==> config.mk <==
export PLATFORM = sky130hd
export DESIGN_NAME = pll_holdover_config_fields
export DESIGN_NICKNAME = d
export VERILOG_FILES = /design/src/common/holdover_cfg_pkg.sv /design/src/design/pll_holdover_config_fields.sv
export VERILOG_INCLUDE_DIRS = /design/src /design/src/common
export SDC_FILE = /design/constraint.sdc
export NUM_CORES = 1
export LEC_CHECK = 0
export BUFFER_PORTS_ARGS = -buffer_cell sky130_fd_sc_hd__buf_4
export CAP_MARGIN = 20
export CORE_MARGIN = 3
export CORE_UTILIZATION = 26
export CTS_BUF_LIST = sky130_fd_sc_hd__clkbuf_4
export CTS_CLUSTER_SIZE = 20
export DETAILED_ROUTE_END_ITERATION = 10
export SLEW_MARGIN = 0
export SYNTH_ARGS = -nofsm -noshare
export SYNTH_HDL_FRONTEND = slang
export SYNTH_SLANG_ARGS = --single-unit
==> constraint.sdc <==
create_clock -name clk_i -period 6.4 [get_ports clk_i]
set_input_delay 0.32 -clock clk_i [delete_from_list [all_inputs] [get_ports clk_i]]
set_output_delay 0.32 -clock clk_i [all_outputs]
set_load 0.005 [all_outputs]
==> src/common/holdover_cfg_defs.svh <==
`ifndef HOLDOVER_CFG_DEFS_SVH
`define HOLDOVER_CFG_DEFS_SVH
// register addresses (5-bit address in the low bits of each serial word)
`define ADDR_DAC_TRIP 5'h0e
`define ADDR_DAC_MAN 5'h0f
`define ADDR_XTAL 5'h10
`define ADDR_LF 5'h18
`define ADDR_DAC_CLK 5'h19
`define ADDR_L2_LOCK 5'h1a
`define ADDR_L1_REF 5'h1b
`define ADDR_REF_FB 5'h1c
`define ADDR_FB_CAL 5'h1d
`define ADDR_PRESC 5'h1e
`define ADDR_READBACK 5'h1f
// masks of writable field bits per register
`define MASK_DAC_TRIP 32'h000fcfe0
`define MASK_DAC_MAN 32'hffdfffe0
`define MASK_XTAL 32'hc0000000
`define MASK_LF 32'hff7777c0
`define MASK_DAC_CLK 32'hffcfffc0
`define MASK_L2_LOCK 32'hfc0fffe0
`define MASK_L1_REF 32'h1fffffe0
`define MASK_REF_FB 32'hffffffc0
`define MASK_FB_CAL 32'h07ffffe0
`define MASK_PRESC 32'h077fffe0
`define MASK_READBACK 32'h003f0020
// power-on defaults (field bits only)
`define RST_DAC_TRIP 32'h00000000
`define RST_DAC_MAN 32'h80008000
`define RST_XTAL 32'h00000000
`define RST_LF 32'h000000c0
`define RST_DAC_CLK 32'h01010000
`define RST_L2_LOCK 32'h0c080000
`define RST_L1_REF 32'h10001800
`define RST_REF_FB 32'h00403000
`define RST_FB_CAL 32'h07800600
`define RST_PRESC 32'h02000600
`define RST_READBACK 32'h001f0000
// field positions
`define F_HI_TRIP 19:14
`define F_LO_TRIP 11:6
`define B_RAIL_EN 5
`define F_MANUAL_DAC_VALUE 31:22
`define B_MAN_EN 20
`define F_CNT14 19:6
`define B_FORCE_HOLD 5
`define F_DAC_DIV 31:22
`define F_L1_WIN 7:6
`define F_L2_WIN 31:30
`define B_DOUBLER 29
`define F_PRE2 25:24
`define F_PRE1 23:22
`define F_PRE0 21:20
`define F_L2_R 31:20
`define B_FAST_PD 23
`define F_L2_N 22:5
`define F_PRESC 26:24
`define B_RB_LEVEL 21
`define F_RB_ADDR 20:16
`define B_WLOCK 5
`endif

==> src/common/holdover_cfg_pkg.sv <==
package holdover_cfg_pkg;
  // serial port pins
  typedef struct packed {
    logic clk;
    logic data;
    logic latch;
  } serial_in_t;
  // loop status from the analog side
  typedef struct packed {
    logic first_loop_locked;
    logic second_loop_in_window;
    logic dac_at_high_rail;
    logic dac_at_low_rail;
    logic first_pd_tick;
    logic second_pd_tick;
  } loop_status_t;
  typedef struct packed {
    logic [5:0] input_pre_divs;
    logic [13:0] first_loop_ref_divider;
    logic [13:0] first_loop_fb_divider;
    logic [11:0] second_loop_ref_divider;
    logic [17:0] second_loop_fb_divider;
    logic [2:0] second_loop_prescaler;
    logic reference_doubler_enable;
    logic fast_detector_allow;
    logic [1:0] first_loop_lock_window;
    logic [1:0] second_loop_lock_window;
  } divider_cfg_t;
  typedef enum logic [1:0] {
    HOLD_OFF = 2'b00,
    HOLD_ACTIVE = 2'b01,
    HOLD_EXITING = 2'b10
  } hold_state_t;
endpackage

==> src/design/pll_holdover_config_fields.sv <==
// Summary of operation
// - six-bit upper and lower tuning DAC trip fields are stored for readback only
// - rail detect enable makes a trip point unlock the first loop
// - manual DAC value defaults 512; reads return the live DAC value
// - manual enable bit selects manual DAC override, else automatic
// - holdover exits after lock holds for the exit count, default 512
// - DAC update clock is first detector rate over divisor, default 4
// - first loop lock indicator asserts after lock count, default 1024
// - second loop lock asserts after window count, default 8192
// - two-bit first loop lock window, default code 3
// - first loop ref and feedback dividers 14-bit, defaults 96 and 192
// - second loop ref divider 12-bit, default 4
// - second loop feedback divider 18-bit, default 48
// - prescaler 3-bit, 2 to 8, default 2
// - three two-bit input pre-dividers, code 0 divides by one
// - doubler bit doubles second loop reference, default off
// - fast detector bit allows rates above 100 MHz, default set
// - five-bit readback address selects register, default 31
// - readback happens at programmed latch level, default low
// - write lock refuses writes to registers 0 through 30
`timescale 1ns/100ps
`default_nettype none
`include "holdover_cfg_defs.svh"
module pll_holdover_config_fields #(
  parameter int DAC_WIDTH = 10
) (
  // clock and reset
  input wire logic clk_i,
  input wire logic rst_i,
  // serial port
  input wire holdover_cfg_pkg::serial_in_t serial_i,
  output logic serial_data_o,
  // loop status
  input wire holdover_cfg_pkg::loop_status_t status_i,
  input wire logic [DAC_WIDTH-1:0] auto_dac_i,
  // configuration and status out
  output holdover_cfg_pkg::divider_cfg_t div_cfg_o,
  output logic [DAC_WIDTH-1:0] dac_value_o,
  output logic dac_update_o,
  output logic holdover_o,
  output logic first_loop_unlocked_o,
  output logic lock_indicator_o,
  output logic second_loop_locked_o
);
  import holdover_cfg_pkg::*;

  localparam int NREG = 11;
  localparam logic [4:0] ADDRS [NREG] = '{`ADDR_DAC_TRIP, `ADDR_DAC_MAN, `ADDR_XTAL,
    `ADDR_LF, `ADDR_DAC_CLK, `ADDR_L2_LOCK, `ADDR_L1_REF, `ADDR_REF_FB, `ADDR_FB_CAL,
    `ADDR_PRESC, `ADDR_READBACK};
  localparam logic [31:0] MASKS [NREG] = '{`MASK_DAC_TRIP, `MASK_DAC_MAN, `MASK_XTAL,
    `MASK_LF, `MASK_DAC_CLK, `MASK_L2_LOCK, `MASK_L1_REF, `MASK_REF_FB, `MASK_FB_CAL,
    `MASK_PRESC, `MASK_READBACK};
  localparam logic [31:0] RSTS [NREG] = '{`RST_DAC_TRIP, `RST_DAC_MAN, `RST_XTAL,
    `RST_LF, `RST_DAC_CLK, `RST_L2_LOCK, `RST_L1_REF, `RST_REF_FB, `RST_FB_CAL,
    `RST_PRESC, `RST_READBACK};
  localparam int I_TRIP = 0;
  localparam int I_MAN = 1;
  localparam int I_XTAL = 2;
  localparam int I_LF = 3;
  localparam int I_DCLK = 4;
  localparam int I_L2 = 5;
  localparam int I_L1R = 6;
  localparam int I_RF = 7;
  localparam int I_CAL = 8;
  localparam int I_PRE = 9;
  localparam int I_RB = 10;

  // serial port sampling: edges detected on the synchronous pin samples
  logic sclk_reg;
  logic latch_reg;
  logic [31:0] shift_reg;
  logic [31:0] regs_reg [NREG];
  logic [31:0] rb_shift_reg;
  logic serial_data_reg;

  wire sclk_rise = serial_i.clk & ~sclk_reg;
  wire sclk_fall = ~serial_i.clk & sclk_reg;
  wire latch_rise = serial_i.latch & ~latch_reg;
  wire [4:0] wr_addr = shift_reg[4:0];
  wire write_locked = regs_reg[I_RB][`B_WLOCK];
  wire rb_level = regs_reg[I_RB][`B_RB_LEVEL];
  wire [4:0] rb_addr = regs_reg[I_RB][`F_RB_ADDR];
  // readback shifts while latch sits at the programmed level
  wire rb_active = (serial_i.latch == rb_level);

  // readback word selection, unmapped addresses read as zero
  logic [31:0] rb_word;
  always_comb
  begin
    rb_word = 32'h0000_0000;
    if (rb_addr == `ADDR_DAC_TRIP)
    begin
      rb_word = regs_reg[I_TRIP] & `MASK_DAC_TRIP;
    end
    else if (rb_addr == `ADDR_DAC_MAN)
    begin
      rb_word = regs_reg[I_MAN] & `MASK_DAC_MAN;
      rb_word[`F_MANUAL_DAC_VALUE] = 10'(dac_value_o);
    end
    else if (rb_addr == `ADDR_XTAL)
    begin
      rb_word = regs_reg[I_XTAL] & `MASK_XTAL;
    end
    else if (rb_addr == `ADDR_LF)
    begin
      rb_word = regs_reg[I_LF] & `MASK_LF;
    end
    else if (rb_addr == `ADDR_DAC_CLK)
    begin
      rb_word = regs_reg[I_DCLK] & `MASK_DAC_CLK;
    end
    else if (rb_addr == `ADDR_L2_LOCK)
    begin
      rb_word = regs_reg[I_L2] & `MASK_L2_LOCK;
    end
    else if (rb_addr == `ADDR_L1_REF)
    begin
      rb_word = regs_reg[I_L1R] & `MASK_L1_REF;
    end
    else if (rb_addr == `ADDR_REF_FB)
    begin
      rb_word = regs_reg[I_RF] & `MASK_REF_FB;
    end
    else if (rb_addr == `ADDR_FB_CAL)
    begin
      rb_word = regs_reg[I_CAL] & `MASK_FB_CAL;
    end
    else if (rb_addr == `ADDR_PRESC)
    begin
      rb_word = regs_reg[I_PRE] & `MASK_PRESC;
    end
    else if (rb_addr == `ADDR_READBACK)
    begin
      rb_word = regs_reg[I_RB] & `MASK_READBACK;
    end
  end

  always_ff @(posedge clk_i)
  begin
    if (rst_i)
    begin
      sclk_reg <= 1'b0;
      latch_reg <= 1'b0;
      shift_reg <= 32'h0000_0000;
    end
    else
    begin
      sclk_reg <= serial_i.clk;
      latch_reg <= serial_i.latch;
      if (sclk_rise)
      begin
        shift_reg <= {shift_reg[30:0], serial_i.data};
      end
    end
  end

  // register bank, one entry per mapped address
  for (genvar g = 0; g < NREG; g++)
  begin : g_reg
    wire hit = latch_rise && (wr_addr == ADDRS[g]);
    wire allowed = !write_locked || (ADDRS[g] == `ADDR_READBACK);
    always_ff @(posedge clk_i)
    begin
      if (rst_i)
      begin
        regs_reg[g] <= RSTS[g];
      end
      else if (hit && allowed)
      begin
        regs_reg[g] <= shift_reg & MASKS[g];
      end
    end
  end

  // readback shifter: reloads every cycle while latch is off the readback level, shifts msb first
  always_ff @(posedge clk_i)
  begin
    if (rst_i)
    begin
      rb_shift_reg <= 32'h0000_0000;
      serial_data_reg <= 1'b0;
    end
    else
    begin
      if (!rb_active)
      begin
        rb_shift_reg <= rb_word;
      end
      else if (sclk_fall)
      begin
        rb_shift_reg <= {rb_shift_reg[30:0], 1'b0};
      end
      serial_data_reg <= rb_active & rb_shift_reg[31];
    end
  end
  assign serial_data_o = serial_data_reg;

  // divider and loop configuration outputs, fields picked from the bank
  divider_cfg_t div_cfg_next;
  assign div_cfg_next.input_pre_divs = {regs_reg[I_L1R][`F_PRE2], regs_reg[I_L1R][`F_PRE1],
    regs_reg[I_L1R][`F_PRE0]};
  assign div_cfg_next.first_loop_ref_divider = regs_reg[I_L1R][`F_CNT14];
  assign div_cfg_next.first_loop_fb_divider = regs_reg[I_RF][`F_CNT14];
  assign div_cfg_next.second_loop_ref_divider = regs_reg[I_RF][`F_L2_R];
  assign div_cfg_next.second_loop_fb_divider = regs_reg[I_PRE][`F_L2_N];
  assign div_cfg_next.second_loop_prescaler = regs_reg[I_PRE][`F_PRESC];
  assign div_cfg_next.reference_doubler_enable = regs_reg[I_L2][`B_DOUBLER];
  assign div_cfg_next.fast_detector_allow = regs_reg[I_CAL][`B_FAST_PD];
  assign div_cfg_next.first_loop_lock_window = regs_reg[I_LF][`F_L1_WIN];
  assign div_cfg_next.second_loop_lock_window = regs_reg[I_L2][`F_L2_WIN];
  always_ff @(posedge clk_i)
  begin
    if (rst_i)
    begin
      div_cfg_o <= '0;
    end
    else
    begin
      div_cfg_o <= div_cfg_next;
    end
  end

  // tuning DAC: manual override or automatic, updated on divided ticks
  logic [9:0] dac_div_cnt_reg;
  logic dac_update_reg;
  logic [DAC_WIDTH-1:0] dac_reg;
  wire [9:0] dac_div = regs_reg[I_DCLK][`F_DAC_DIV];
  wire dac_tick = status_i.first_pd_tick && (dac_div_cnt_reg + 10'h001 >= dac_div);
  wire [DAC_WIDTH-1:0] dac_src = regs_reg[I_MAN][`B_MAN_EN] ?
    DAC_WIDTH'(regs_reg[I_MAN][`F_MANUAL_DAC_VALUE]) : auto_dac_i;
  always_ff @(posedge clk_i)
  begin
    if (rst_i)
    begin
      dac_div_cnt_reg <= 10'h000;
      dac_update_reg <= 1'b0;
      dac_reg <= DAC_WIDTH'(10'h200);
    end
    else
    begin
      dac_update_reg <= dac_tick;
      if (status_i.first_pd_tick)
      begin
        dac_div_cnt_reg <= dac_tick ? 10'h000 : dac_div_cnt_reg + 10'h001;
      end
      if (dac_tick)
      begin
        dac_reg <= dac_src;
      end
    end
  end
  assign dac_value_o = dac_reg;
  assign dac_update_o = dac_update_reg;

  // rail trip: analog comparators report rails; trip codes go out in regs
  wire rail_trip = regs_reg[I_TRIP][`B_RAIL_EN] &&
    (status_i.dac_at_high_rail || status_i.dac_at_low_rail);
  wire l1_ok = status_i.first_loop_locked && !rail_trip;

  // lock qualification counters
  logic [13:0] l1_cnt_reg;
  logic [13:0] l2_cnt_reg;
  logic [13:0] hold_cnt_reg;
  logic lock_reg;
  logic l2_lock_reg;
  hold_state_t hold_state_reg;
  wire [13:0] l1_target = regs_reg[I_DCLK][`F_CNT14];
  wire [13:0] l2_target = regs_reg[I_L2][`F_CNT14];
  wire [13:0] hold_target = regs_reg[I_MAN][`F_CNT14];
  wire force_hold = regs_reg[I_MAN][`B_FORCE_HOLD];

  always_ff @(posedge clk_i)
  begin
    if (rst_i)
    begin
      l1_cnt_reg <= 14'h0000;
      lock_reg <= 1'b0;
    end
    else if (!l1_ok)
    begin
      l1_cnt_reg <= 14'h0000;
      lock_reg <= 1'b0;
    end
    else if (status_i.first_pd_tick && !lock_reg)
    begin
      l1_cnt_reg <= l1_cnt_reg + 14'h0001;
      lock_reg <= (l1_cnt_reg + 14'h0001 >= l1_target);
    end
  end

  always_ff @(posedge clk_i)
  begin
    if (rst_i)
    begin
      l2_cnt_reg <= 14'h0000;
      l2_lock_reg <= 1'b0;
    end
    else if (!status_i.second_loop_in_window)
    begin
      l2_cnt_reg <= 14'h0000;
      l2_lock_reg <= 1'b0;
    end
    else if (status_i.second_pd_tick && !l2_lock_reg)
    begin
      l2_cnt_reg <= l2_cnt_reg + 14'h0001;
      l2_lock_reg <= (l2_cnt_reg + 14'h0001 >= l2_target);
    end
  end

  // holdover: entered on loss of lock or force, left after exit count
  hold_state_t hold_state_next;
  logic [13:0] hold_cnt_next;
  wire hold_enter = force_hold || (lock_reg && !l1_ok);
  wire hold_clear = !force_hold && l1_ok;
  wire [13:0] hold_cnt_inc = hold_cnt_reg + 14'h0001;
  wire hold_done = (hold_cnt_inc >= hold_target);
  always_comb
  begin
    hold_state_next = hold_state_reg;
    hold_cnt_next = hold_cnt_reg;
    case (hold_state_reg)
      HOLD_OFF:
      begin
        hold_cnt_next = 14'h0000;
        if (hold_enter)
        begin
          hold_state_next = HOLD_ACTIVE;
        end
      end
      HOLD_ACTIVE:
      begin
        hold_cnt_next = 14'h0000;
        if (hold_clear)
        begin
          hold_state_next = HOLD_EXITING;
        end
      end
      HOLD_EXITING:
      begin
        if (!hold_clear)
        begin
          hold_state_next = HOLD_ACTIVE;
        end
        else if (status_i.first_pd_tick)
        begin
          hold_cnt_next = hold_cnt_inc;
          if (hold_done)
          begin
            hold_state_next = HOLD_OFF;
          end
        end
      end
      default:
      begin
        hold_state_next = HOLD_OFF;
        hold_cnt_next = 14'h0000;
      end
    endcase
  end

  always_ff @(posedge clk_i)
  begin
    if (rst_i)
    begin
      hold_state_reg <= HOLD_OFF;
      hold_cnt_reg <= 14'h0000;
    end
    else
    begin
      hold_state_reg <= hold_state_next;
      hold_cnt_reg <= hold_cnt_next;
    end
  end

  assign holdover_o = (hold_state_reg != HOLD_OFF);
  assign first_loop_unlocked_o = !l1_ok;
  assign lock_indicator_o = lock_reg;
  assign second_loop_locked_o = l2_lock_reg;
endmodule // pll_holdover_config_fields
`default_nettype wire

==> results.cfg, run 1 <==
[yosys]
synth_top_area_cell = edfxtp_1
synth-edff-count = 208
ys.flop_type = edfxtp_1
synth.top_cells.by_count = edfxtp_1 (208), dfxtp_1 (202), and2_1 (174), nand2_1 (173), a21oi_1 (114)
synth_top_area_frac = 0.330
synth-warning-count = 0
syn_area_per_cell_um2 = 10.4
ys_types = 84
synth_cells = 1823
synth_area_leaders = edfxtp_1 (33%), dfxtp_1 (21%), and2_1 (5.8%)
netlist_area_um2 = 18900
synthArstFlopShare = 0
ys_ff_latch = 410
synth_nets = 1900
seq_area_frac_synth = 0.544
synth.most_common_cell = edfxtp_1

[sta]
max_slew_margin = 0.249
drv_slew = 0
hold_ws_ns = 0.0916
max_freq_mhz = 292
period_needed_ns = 3.42
fin_ws_ns = 2.98
tightestPinTransition_ns = 1.13
finalSetupViolations = 0
fin_skew_ns = 0.0776
post-route-period-util = 0.535
finalSetupTns_ns = 0
rsz0062_at_grt = no
hold_viol_final = 0

[placement]
place_congestion = 0.908
dp_cells = 2794
port_buffers = 109
hpwl_um = 40500
preCtsSetupSlack_ns = 3.07
post_dp_cell_area_um2 = 20700

[detailed_routing]
drt.antenna.violating_nets = 0
vias_per_cell = 4.87
drt-pass1-iter-count = 6
drt_first_iter_violations = 1392
wl_per_cell_um = 19.0
route.detailed.drc = 0
dr_total_vias = 14725
wirelength_um = 57300

[global_routing]
gr-usage-all-layers = 0.150
grt-ovfl-total = 0
grt_pass1_wl_um = 87400
grt_max_degree = 91
antenna_found_initial = 3
grt_pass1_vias = 14614

[worst_setup_path]
critical_path_required_ns = 7.21
cp_slowest_cell = dlygate4sd3_1
path_cells = ha_1, and3_1, and3_1, nand3_1, xnor2_1, ha_1, nand2_1, o31ai_2, buf_4, a21oi_1, a311oi_1, dlygate4sd3_1
r2r_end = dac_value_o[2]
timing.rr.start = dac_div_cnt_reg[0]
crit_buf_inv = 2
end_kind = flip-flop
critPathLaunchType = flip-flop
cp.depth = 12
crit_arrival_ns = 4.24
critical-path-max-stage-delay_ns = 0.60
crit_type = reg2reg
crit_family = buffers and inverters
crit_end = dac_value_o[2]
reg2reg_depth = 12
path_max_fanout = 22
worstSetupStartpoint = dac_div_cnt_reg[0]
r2r_slack_ns = 2.98

[hold_path]
hold_depth = 3
hold_path.class = in2reg

[clock_network]
path_clk_slew_ns = 0.07
cts.root.buffer_cell = clkbuf_4
cts_max_path_buffers = 3
clkLatencyLatePin_ns = 0.87
cts_sinks = 410
htreeDepth = 3
tritoncts = yes
cts_buffers = 103
postCtsSetupRepairBufs = 0

[run]
cap_violations = 0

[final_layout]
largest_reg_flops = 208
seq_area_um2 = 10300
fin_nets = 2056
drive_above_1_share = 0.170
syn2layout_area_growth_pct = 18.6
final_util = 0.313
multi_input_area_um2 = 8010
layout.cells.non_filler = 3021
final_area_um2 = 22400
n_fill_cell = 7364

[power]
total_power_mw = 5.53
peakVddDrop_mv = 0.130
powerDensity_nw_per_um2 = 247
p_leak_nw = 8.49

[floorplan]
rows = 98
fp.dieW_um = 276
fp.dieH_um = 276
initial_utilization = 0.264
num_io_pins = 110
dieArea_um2 = 76000
coreArea_um2 = 71700

[outcome]
status = completed
cells by family (layout without fill, tap and decap cells):
group                      Yosys count  in the layout  synth area share
AOI/OAI and AO/OA                  354            354             0.123
xor gates and xnor gates            75             75            0.0348
adders and majority gates           56             56            0.0371
buffers and inverters              170            415            0.0363
DFF                                410            410             0.544
muxes                               17             17           0.00913
other                                0              3                 0
and+or+nand+nor                    741            741             0.215
per-layer routing:
metal | track usage | part of all wire | vias up
met4 | 0.0541 | 0.033 | 0
met1 | 0.195 | 0.42 | 7098
met2 | 0.241 | 0.47 | 637
met3 | 0.0375 | 0.083 | 123
li1 | - | - | 6867
met5 | 0 | 0 | -
repair_timing:
item | in CTS | in global routing
endpoints found under the setup margin | 0 | 0
resized for setup | 0 | 0
hold endpoints to repair | 54 | 0
hold buffers | 30 | 0
final cells by class:
class,count,share of cell area
repair buffers,162,0.0581
diodes,3,0.000335
clock inverters,30,0.00748
clock buffers,164,0.0549
multi-input cells,1243,0.357
flip-flops and latches,410,0.459
well taps,950,0.0530
inverters,59,0.00988
power by group:
part	leakage [nW]	switching (mW)	internal, mW
logic	4.06	0.178	0.119
clock network	0.830	1.12	1.21
registers	3.61	0.0632	2.85
total	8.49	1.36	4.17
cell usage in the layout (no fill, tap or decap), types with 12 or more instances in the layout:
cell,n
a211oi_1,18
nor4_1,12
dlygate4sd3_1,30
edfxtp_1,208
and3_1,17
xor2_1,49
nand3_1,38
inv_1,59
buf_4,130
o22ai_1,16
clkbuf_4,164
a22oi_1,17
nand4_1,14
clkinv_1,22
and2_1,174
nand2b_1,43
dfxtp_1,202
o21ai_0,63
nor2b_1,89
xnor2_1,25
mux2i_1,15
nand2_1,173
or3_1,24
a21oi_1,114
a311oi_1,15
ha_1,56
nor3_1,18
nor2_1,88
a221oi_1,21
worst register-to-register path, stage by stage (launching register included):
cell and delay, ns:
dfxtp_1 0.43, ha_1 0.27, and3_1 0.26, and3_1 0.28, nand3_1 0.12, xnor2_1 0.15, ha_1 0.27, nand2_1 0.07
o31ai_2 0.24, buf_4 0.29, a21oi_1 0.12, a311oi_1 0.28, dlygate4sd3_1 0.60
how the worst min path moves through the flow:
stage / to / from / slack, ns
floorplan: shift_reg[14] / shift_reg[14] / 0.44
global placement: shift_reg[22] / shift_reg[21] / 0.46
detailed placement: shift_reg[6] / shift_reg[5] / 0.47
CTS: l2_cnt_reg[5] / status_i[4] / 0.02
global route: l2_cnt_reg[6] / status_i[4] / 0.09
finish: l2_cnt_reg[5] / status_i[4] / 0.09
Power figures use the tool's default switching activity.
==> run 2, diff against run 1 <==
==> constraint.sdc (replaced) <==
create_clock -name clk_i -period 3.1 [get_ports clk_i]
set_input_delay 0.155 -clock clk_i [delete_from_list [all_inputs] [get_ports clk_i]]
set_output_delay 0.155 -clock clk_i [all_outputs]
set_load 0.005 [all_outputs]
==> run 2 against run 1 <==
  * Power increased by 110%
  * First-iteration DRC count decreased by 11%
  * Clock power increased by 110%
  * Global-route usage about the same
  * Worst setup slack got worse by 2.8 ns
  * Non-clock buffer count increased by 35
  * Fmax increased by 18%
  * Sequential share of layout area decreased by 0.65 points
  * Core utilization increased by 0.47 points
  * Via count decreased by 0.38%
  * Critical path type unchanged
  * Largest cell class unchanged
  * Highest routed layer unchanged
==> results.cfg, run 2 (synthesis gave the netlist of run 1 again) <==
[floorplan]
fp.dieW_um = 276
dieArea_um2 = 76000
fp.dieH_um = 276
initial_utilization = 0.264
coreArea_um2 = 71700
rows = 98
num_io_pins = 110

[clock_network]
cts_max_path_buffers = 3
htreeDepth = 3
clkLatencyLatePin_ns = 0.87
cts_sinks = 410
cts_buffers = 107
postCtsSetupRepairBufs = 0
cts.root.buffer_cell = clkbuf_4
tritoncts = yes
path_clk_slew_ns = 0.08

[outcome]
status = completed

[sta]
finalSetupViolations = 0
fin_skew_ns = 0.0680
rsz0062_at_grt = yes
max_slew_margin = 0.454
post-route-period-util = 0.937
finalSetupTns_ns = 0
tightestPinTransition_ns = 0.818
period_needed_ns = 2.90
drv_slew = 0
hold_ws_ns = 0.125
hold_viol_final = 0
max_freq_mhz = 344

[worst_setup_path]
r2r_slack_ns = 0.20
crit_end = hold_state_reg[0]
crit_type = reg2reg
r2r_end = hold_state_reg[0]
critPathLaunchType = flip-flop
crit_arrival_ns = 3.63
end_kind = flip-flop
path_max_fanout = 4
reg2reg_depth = 13
critical_path_required_ns = 3.83
worstSetupStartpoint = hold_cnt_reg[1]
timing.rr.start = hold_cnt_reg[1]

[final_layout]
layout.cells.non_filler = 3065
drive_above_1_share = 0.189
layout_common_cells = edfxtp_1 (208), dfxtp_1 (198), and2_1 (174)
syn2layout_area_growth_pct = 20.4
largest_reg_flops = 208
fin_nets = 2095
n_fill_cell = 7328
final_common_cell = edfxtp_1
final_area_um2 = 22800

[global_routing]
grt_max_degree = 61
grt_pass1_vias = 14845
grt-ovfl-total = 0
gr-usage-all-layers = 0.150
antenna_found_initial = 2
grt_pass1_wl_um = 87200

[placement]
place_congestion = 0.838
dp_cells = 2835
post_dp_cell_area_um2 = 21000
port_buffers = 109
hpwl_um = 40200

[power]
total_power_mw = 11.5
p_leak_nw = 8.66
p_comb_frac = 0.055
p_sw_mw = 2.82
peakVddDrop_mv = 0.313
p_int_mw = 8.70
pwr-share-clk = 0.425
power_frac_seq = 0.520
powerDensity_nw_per_um2 = 506
sw_frac_of_total = 0.245

[detailed_routing]
drt-pass1-iter-count = 6
route.detailed.drc = 0
wirelength_um = 57200
drt_first_iter_violations = 1244
vias_per_cell = 4.79
dr_total_vias = 14669
wl_per_cell_um = 18.7
drt.antenna.violating_nets = 0

[hold_path]
hold_path.class = in2reg

[run]
cap_violations = 0
run 2: cell count changes in the layout (fill, tap and decap cells not counted), moves of 2 or more:
cell / change
buf_4: +41
clkinv_1: +10
clkbuf_4: -9
dlygate4sd3_1: -6
clkinv_2: +5
dfxtp_1: -4
dfxtp_2: +3
nor3_2: +3
buf_12: +2
bufinv_16: +2
diode_2: +2
nor3_4: -2
run 2: worst min path at each step:
stage                            from              end  slack [ns]  cells after the start
final                     status_i[2]  hold_cnt_reg[5]        0.13                      6
after CTS                 status_i[2]  hold_cnt_reg[5]        0.07                      6
after floorplan           serial_i[0]        latch_reg        0.28                      1
after global routing      status_i[2]  hold_cnt_reg[4]        0.12                      6
after detailed placement  serial_i[2]         sclk_reg        0.42                      2
after global placement    serial_i[2]         sclk_reg        0.41                      2
run 2: area by class of cell:
cell class,instances,area [µm²],area share
Multi-Input combinational cell,1243,8030,0.353
Tap cell,950,1190,0.0522
Clock inverter,46,280,0.0123
Antenna cell,5,12.5,0.000550
Clock buffer,155,1160,0.0511
Timing Repair Buffer,197,1560,0.0687
Sequential cell,410,10300,0.452
Inverter,59,221,0.00973
run 2: critical path: stages, from the launching register on:
cell and delay [ns]:
dfxtp_2 0.36, ha_2 0.21, nand3_1 0.12, nor3_2 0.15, and3_1 0.20, buf_4 0.13, xor2_2 0.14, ha_1 0.26
nand3_1 0.11, nor4_1 0.06, or3_1 0.40, nor4b_4 0.34, o41ai_1 0.12, and2_1 0.16
run 2: power groups by stage:
| stage | registers [mW] | logic [mW] | clock network (mW) |
|---|---|---|---|
| after CTS | 5.99 | 0.642 | 5.04 |
| after global routing | 6.00 | 0.698 | 5.36 |
| after floorplan | 6.06 | 0.342 | 0 |
| final | 5.98 | 0.638 | 4.89 |
| after global placement | 6.10 | 0.600 | 0 |
| after detailed placement | 6.10 | 0.612 | 0 |
run 2: through the flow:
stage	utilization	setup slack (ns)
2_1_floorplan	-	0.0297
3_3_place_gp	0.293	0.152
3_5_place_dp	0.293	0.0443
4_1_cts	0.317	0.0190
5_1_grt	0.317	-0.0529
6_report	0.317	0.196
run 2: metal layers:
metal / wire, µm / vias up / share of wire / global-route usage
met5: 0 / - / 0 / 0
met4: 1270 / 0 / 0.022 / 0.0434
met3: 4660 / 93 / 0.082 / 0.0422
met2: 27300 / 550 / 0.48 / 0.247
met1: 24000 / 7084 / 0.42 / 0.192
li1: - / 6942 / - / -
run 2: timing repair:
item	CTS	global route
setup endpoints to repair	1	3
hold buffers	24	0
resized for setup	2	11
endpoints found under the hold margin	140	0
cloned	0	0
pin swaps	0	5
==> run 3, diff against run 2 <==
--- a/config.mk
+++ b/config.mk
@@ -13,6 +13,7 @@
 export CTS_BUF_LIST = sky130_fd_sc_hd__clkbuf_4
 export CTS_CLUSTER_SIZE = 20
 export DETAILED_ROUTE_END_ITERATION = 10
+export PLACE_DENSITY = 0.39
 export SLEW_MARGIN = 0
 export SYNTH_ARGS = -nofsm -noshare
 export SYNTH_HDL_FRONTEND = slang
==> constraint.sdc (replaced) <==
create_clock -name clk_i -period 3.1 [get_ports clk_i]
set_input_delay 0.155 -clock clk_i [delete_from_list [all_inputs] [get_ports clk_i]]
set_output_delay 0.155 -clock clk_i [all_outputs]
set_load 0.02 [all_outputs]
==> run 3 against run 2 <==
  * First-iteration DRC count fell by 21%
  * Largest cell class unchanged
  * Register-to-register slack got worse by 0.05 ns
  * Clock skew fell by 0.021 ns
  * Power rose by 2.9%
  * Critical path type unchanged
  * Critical endpoint is now lock_indicator_o
  * Largest power group unchanged
  * Via count fell by 1.5%
==> results.cfg, run 3 (synthesis gave the netlist of run 1 again) <==
[worst_setup_path]
end_kind = flip-flop
path_max_fanout = 5
reg2reg_depth = 11
crit_buf_inv = 0
cpMostUsedCell = ha_1
critical_path_required_ns = 3.81
critPathLaunchType = flip-flop
cp.depth = 11
timing.rr.start = l1_cnt_reg[0]
cp_slowest_cell = dfxtp_1
critical-path-max-stage-delay_ns = 0.42
r2r_slack_ns = 0.15
crit_type = reg2reg
path_cells = ha_1, and3_1, nand4_1, nor2_4, xor2_1, ha_1, o21a_1, o211ai_1, a21oi_1, a2111oi_1, a211oi_1
r2r_end = lock_indicator_o
worstSetupStartpoint = l1_cnt_reg[0]
crit_end = lock_indicator_o
crit_family = compound AO/OA/AOI/OAI gates
crit_arrival_ns = 3.66

[power]
powerDensity_nw_per_um2 = 516
total_power_mw = 11.9
peakVddDrop_mv = 0.231
p_leak_nw = 8.79

[final_layout]
final_util = 0.320
final_area_um2 = 23000
layout_common_cells = edfxtp_1 (208), dfxtp_1 (200), clkbuf_4 (189)
final_common_cell = edfxtp_1
largest_reg_flops = 208
fin_nets = 2111
n_fill_cell = 7325
drive_above_1_share = 0.205
seq_area_um2 = 10300
multi_input_area_um2 = 8080
syn2layout_area_growth_pct = 21.5
layout.cells.non_filler = 3082

[floorplan]
fp.dieH_um = 276
fp.dieW_um = 276
dieArea_um2 = 76000
rows = 98
initial_utilization = 0.264
coreArea_um2 = 71700
num_io_pins = 110

[clock_network]
clkLatencyLatePin_ns = 0.88
cts_buffers = 115
cts_sinks = 410
tritoncts = yes
path_clk_slew_ns = 0.06
htreeDepth = 3
cts_max_path_buffers = 3
cts.root.buffer_cell = clkbuf_4

[detailed_routing]
met2_length_um = 29600
drt-pass1-iter-count = 5
top_layer = met4
wl_per_cell_um = 20.6
drt_first_iter_violations = 986
drt.antenna.violating_nets = 0
wl_met1_um = 29000
dr_total_vias = 14444
vias_per_cell = 4.69
route.detailed.drc = 0
wirelength_um = 63500
met3_length_um = 2970

[sta]
hold_viol_final = 0
finalSetupTns_ns = 0
max_freq_mhz = 339
drv_slew = 0
fin_skew_ns = 0.0468
hold_ws_ns = 0.118
post-route-period-util = 0.951
tightestPinTransition_ns = 0.934
finalSetupViolations = 0
max_slew_margin = 0.376
fin_ws_ns = 0.150
period_needed_ns = 2.95

[placement]
place_congestion = 0.791
hpwl_um = 44300
port_buffers = 109
preCtsSetupSlack_ns = 0.0566
post_dp_cell_area_um2 = 21100
dp_cells = 2841

[global_routing]
grt_pass1_wl_um = 93400
grt_max_degree = 75
grt_pass1_vias = 14410
gr-usage-all-layers = 0.166
antenna_found_initial = 5
grt-ovfl-total = 0

[run]
cap_violations = 0

[outcome]
status = completed

[hold_path]
hold_path.class = in2reg
==> run 3: cell types whose count changed in the layout (fill, tap and decap cells not counted), moves of 2 or more <==
cell / previous run / this run
clkinv_1: 32 / 14
inv_2: 0 / 2
buf_4: 171 / 177
dfxtp_1: 198 / 200
inv_6: 2 / 0
clkinv_4: 2 / 0
bufinv_16: 3 / 1
clkinv_2: 7 / 2
clkbuf_4: 155 / 189
==> run 3: how the worst min path moves through the flow <==
stage / from / to / depth (start not counted)
CTS: serial_i[2] / sclk_reg / 3
global route: serial_i[2] / sclk_reg / 3
floorplan: serial_i[0] / latch_reg / 1
global placement: serial_i[2] / sclk_reg / 2
finish: serial_i[2] / sclk_reg / 3
detailed placement: serial_i[2] / sclk_reg / 2
==> run 3: final cells by class <==
type,count,area share
diodes,6,0.000654
clock inverters,20,0.00469
flip-flops and latches,410,0.448
well taps,950,0.0518
repair buffers,205,0.0714
clock buffers,189,0.0618
multi-input cells,1243,0.352
inverters,59,0.00965
==> run 3: what timing repair did <==
item | 4_1_cts | 5_1_grt
resized for setup | 0 | 14
setup endpoints to repair | 0 | 7
setup buffers | 0 | 2
hold endpoints to repair | 152 | 0
hold buffers | 24 | 0
==> run 3: per-layer routing <==
metal  GRT usage  up-vias
met5           0        -
met4      0.0554        0
met3      0.0342      120
li1            -     6963
met2       0.269      370
met1       0.220     6991
==> run 3: power breakdown <==
part	internal (mW)	switching [mW]	total, mW
logic	0.265	0.448	0.713
clock network	2.80	2.35	5.15
registers	5.88	0.115	5.99
==> run 3: tightest hold or removal path: cells and delay by family <==
family / cells / cell delay (ns)
AND/OR/NAND/NOR: 1 / 0.11
buffers and inverters: 2 / 0.66
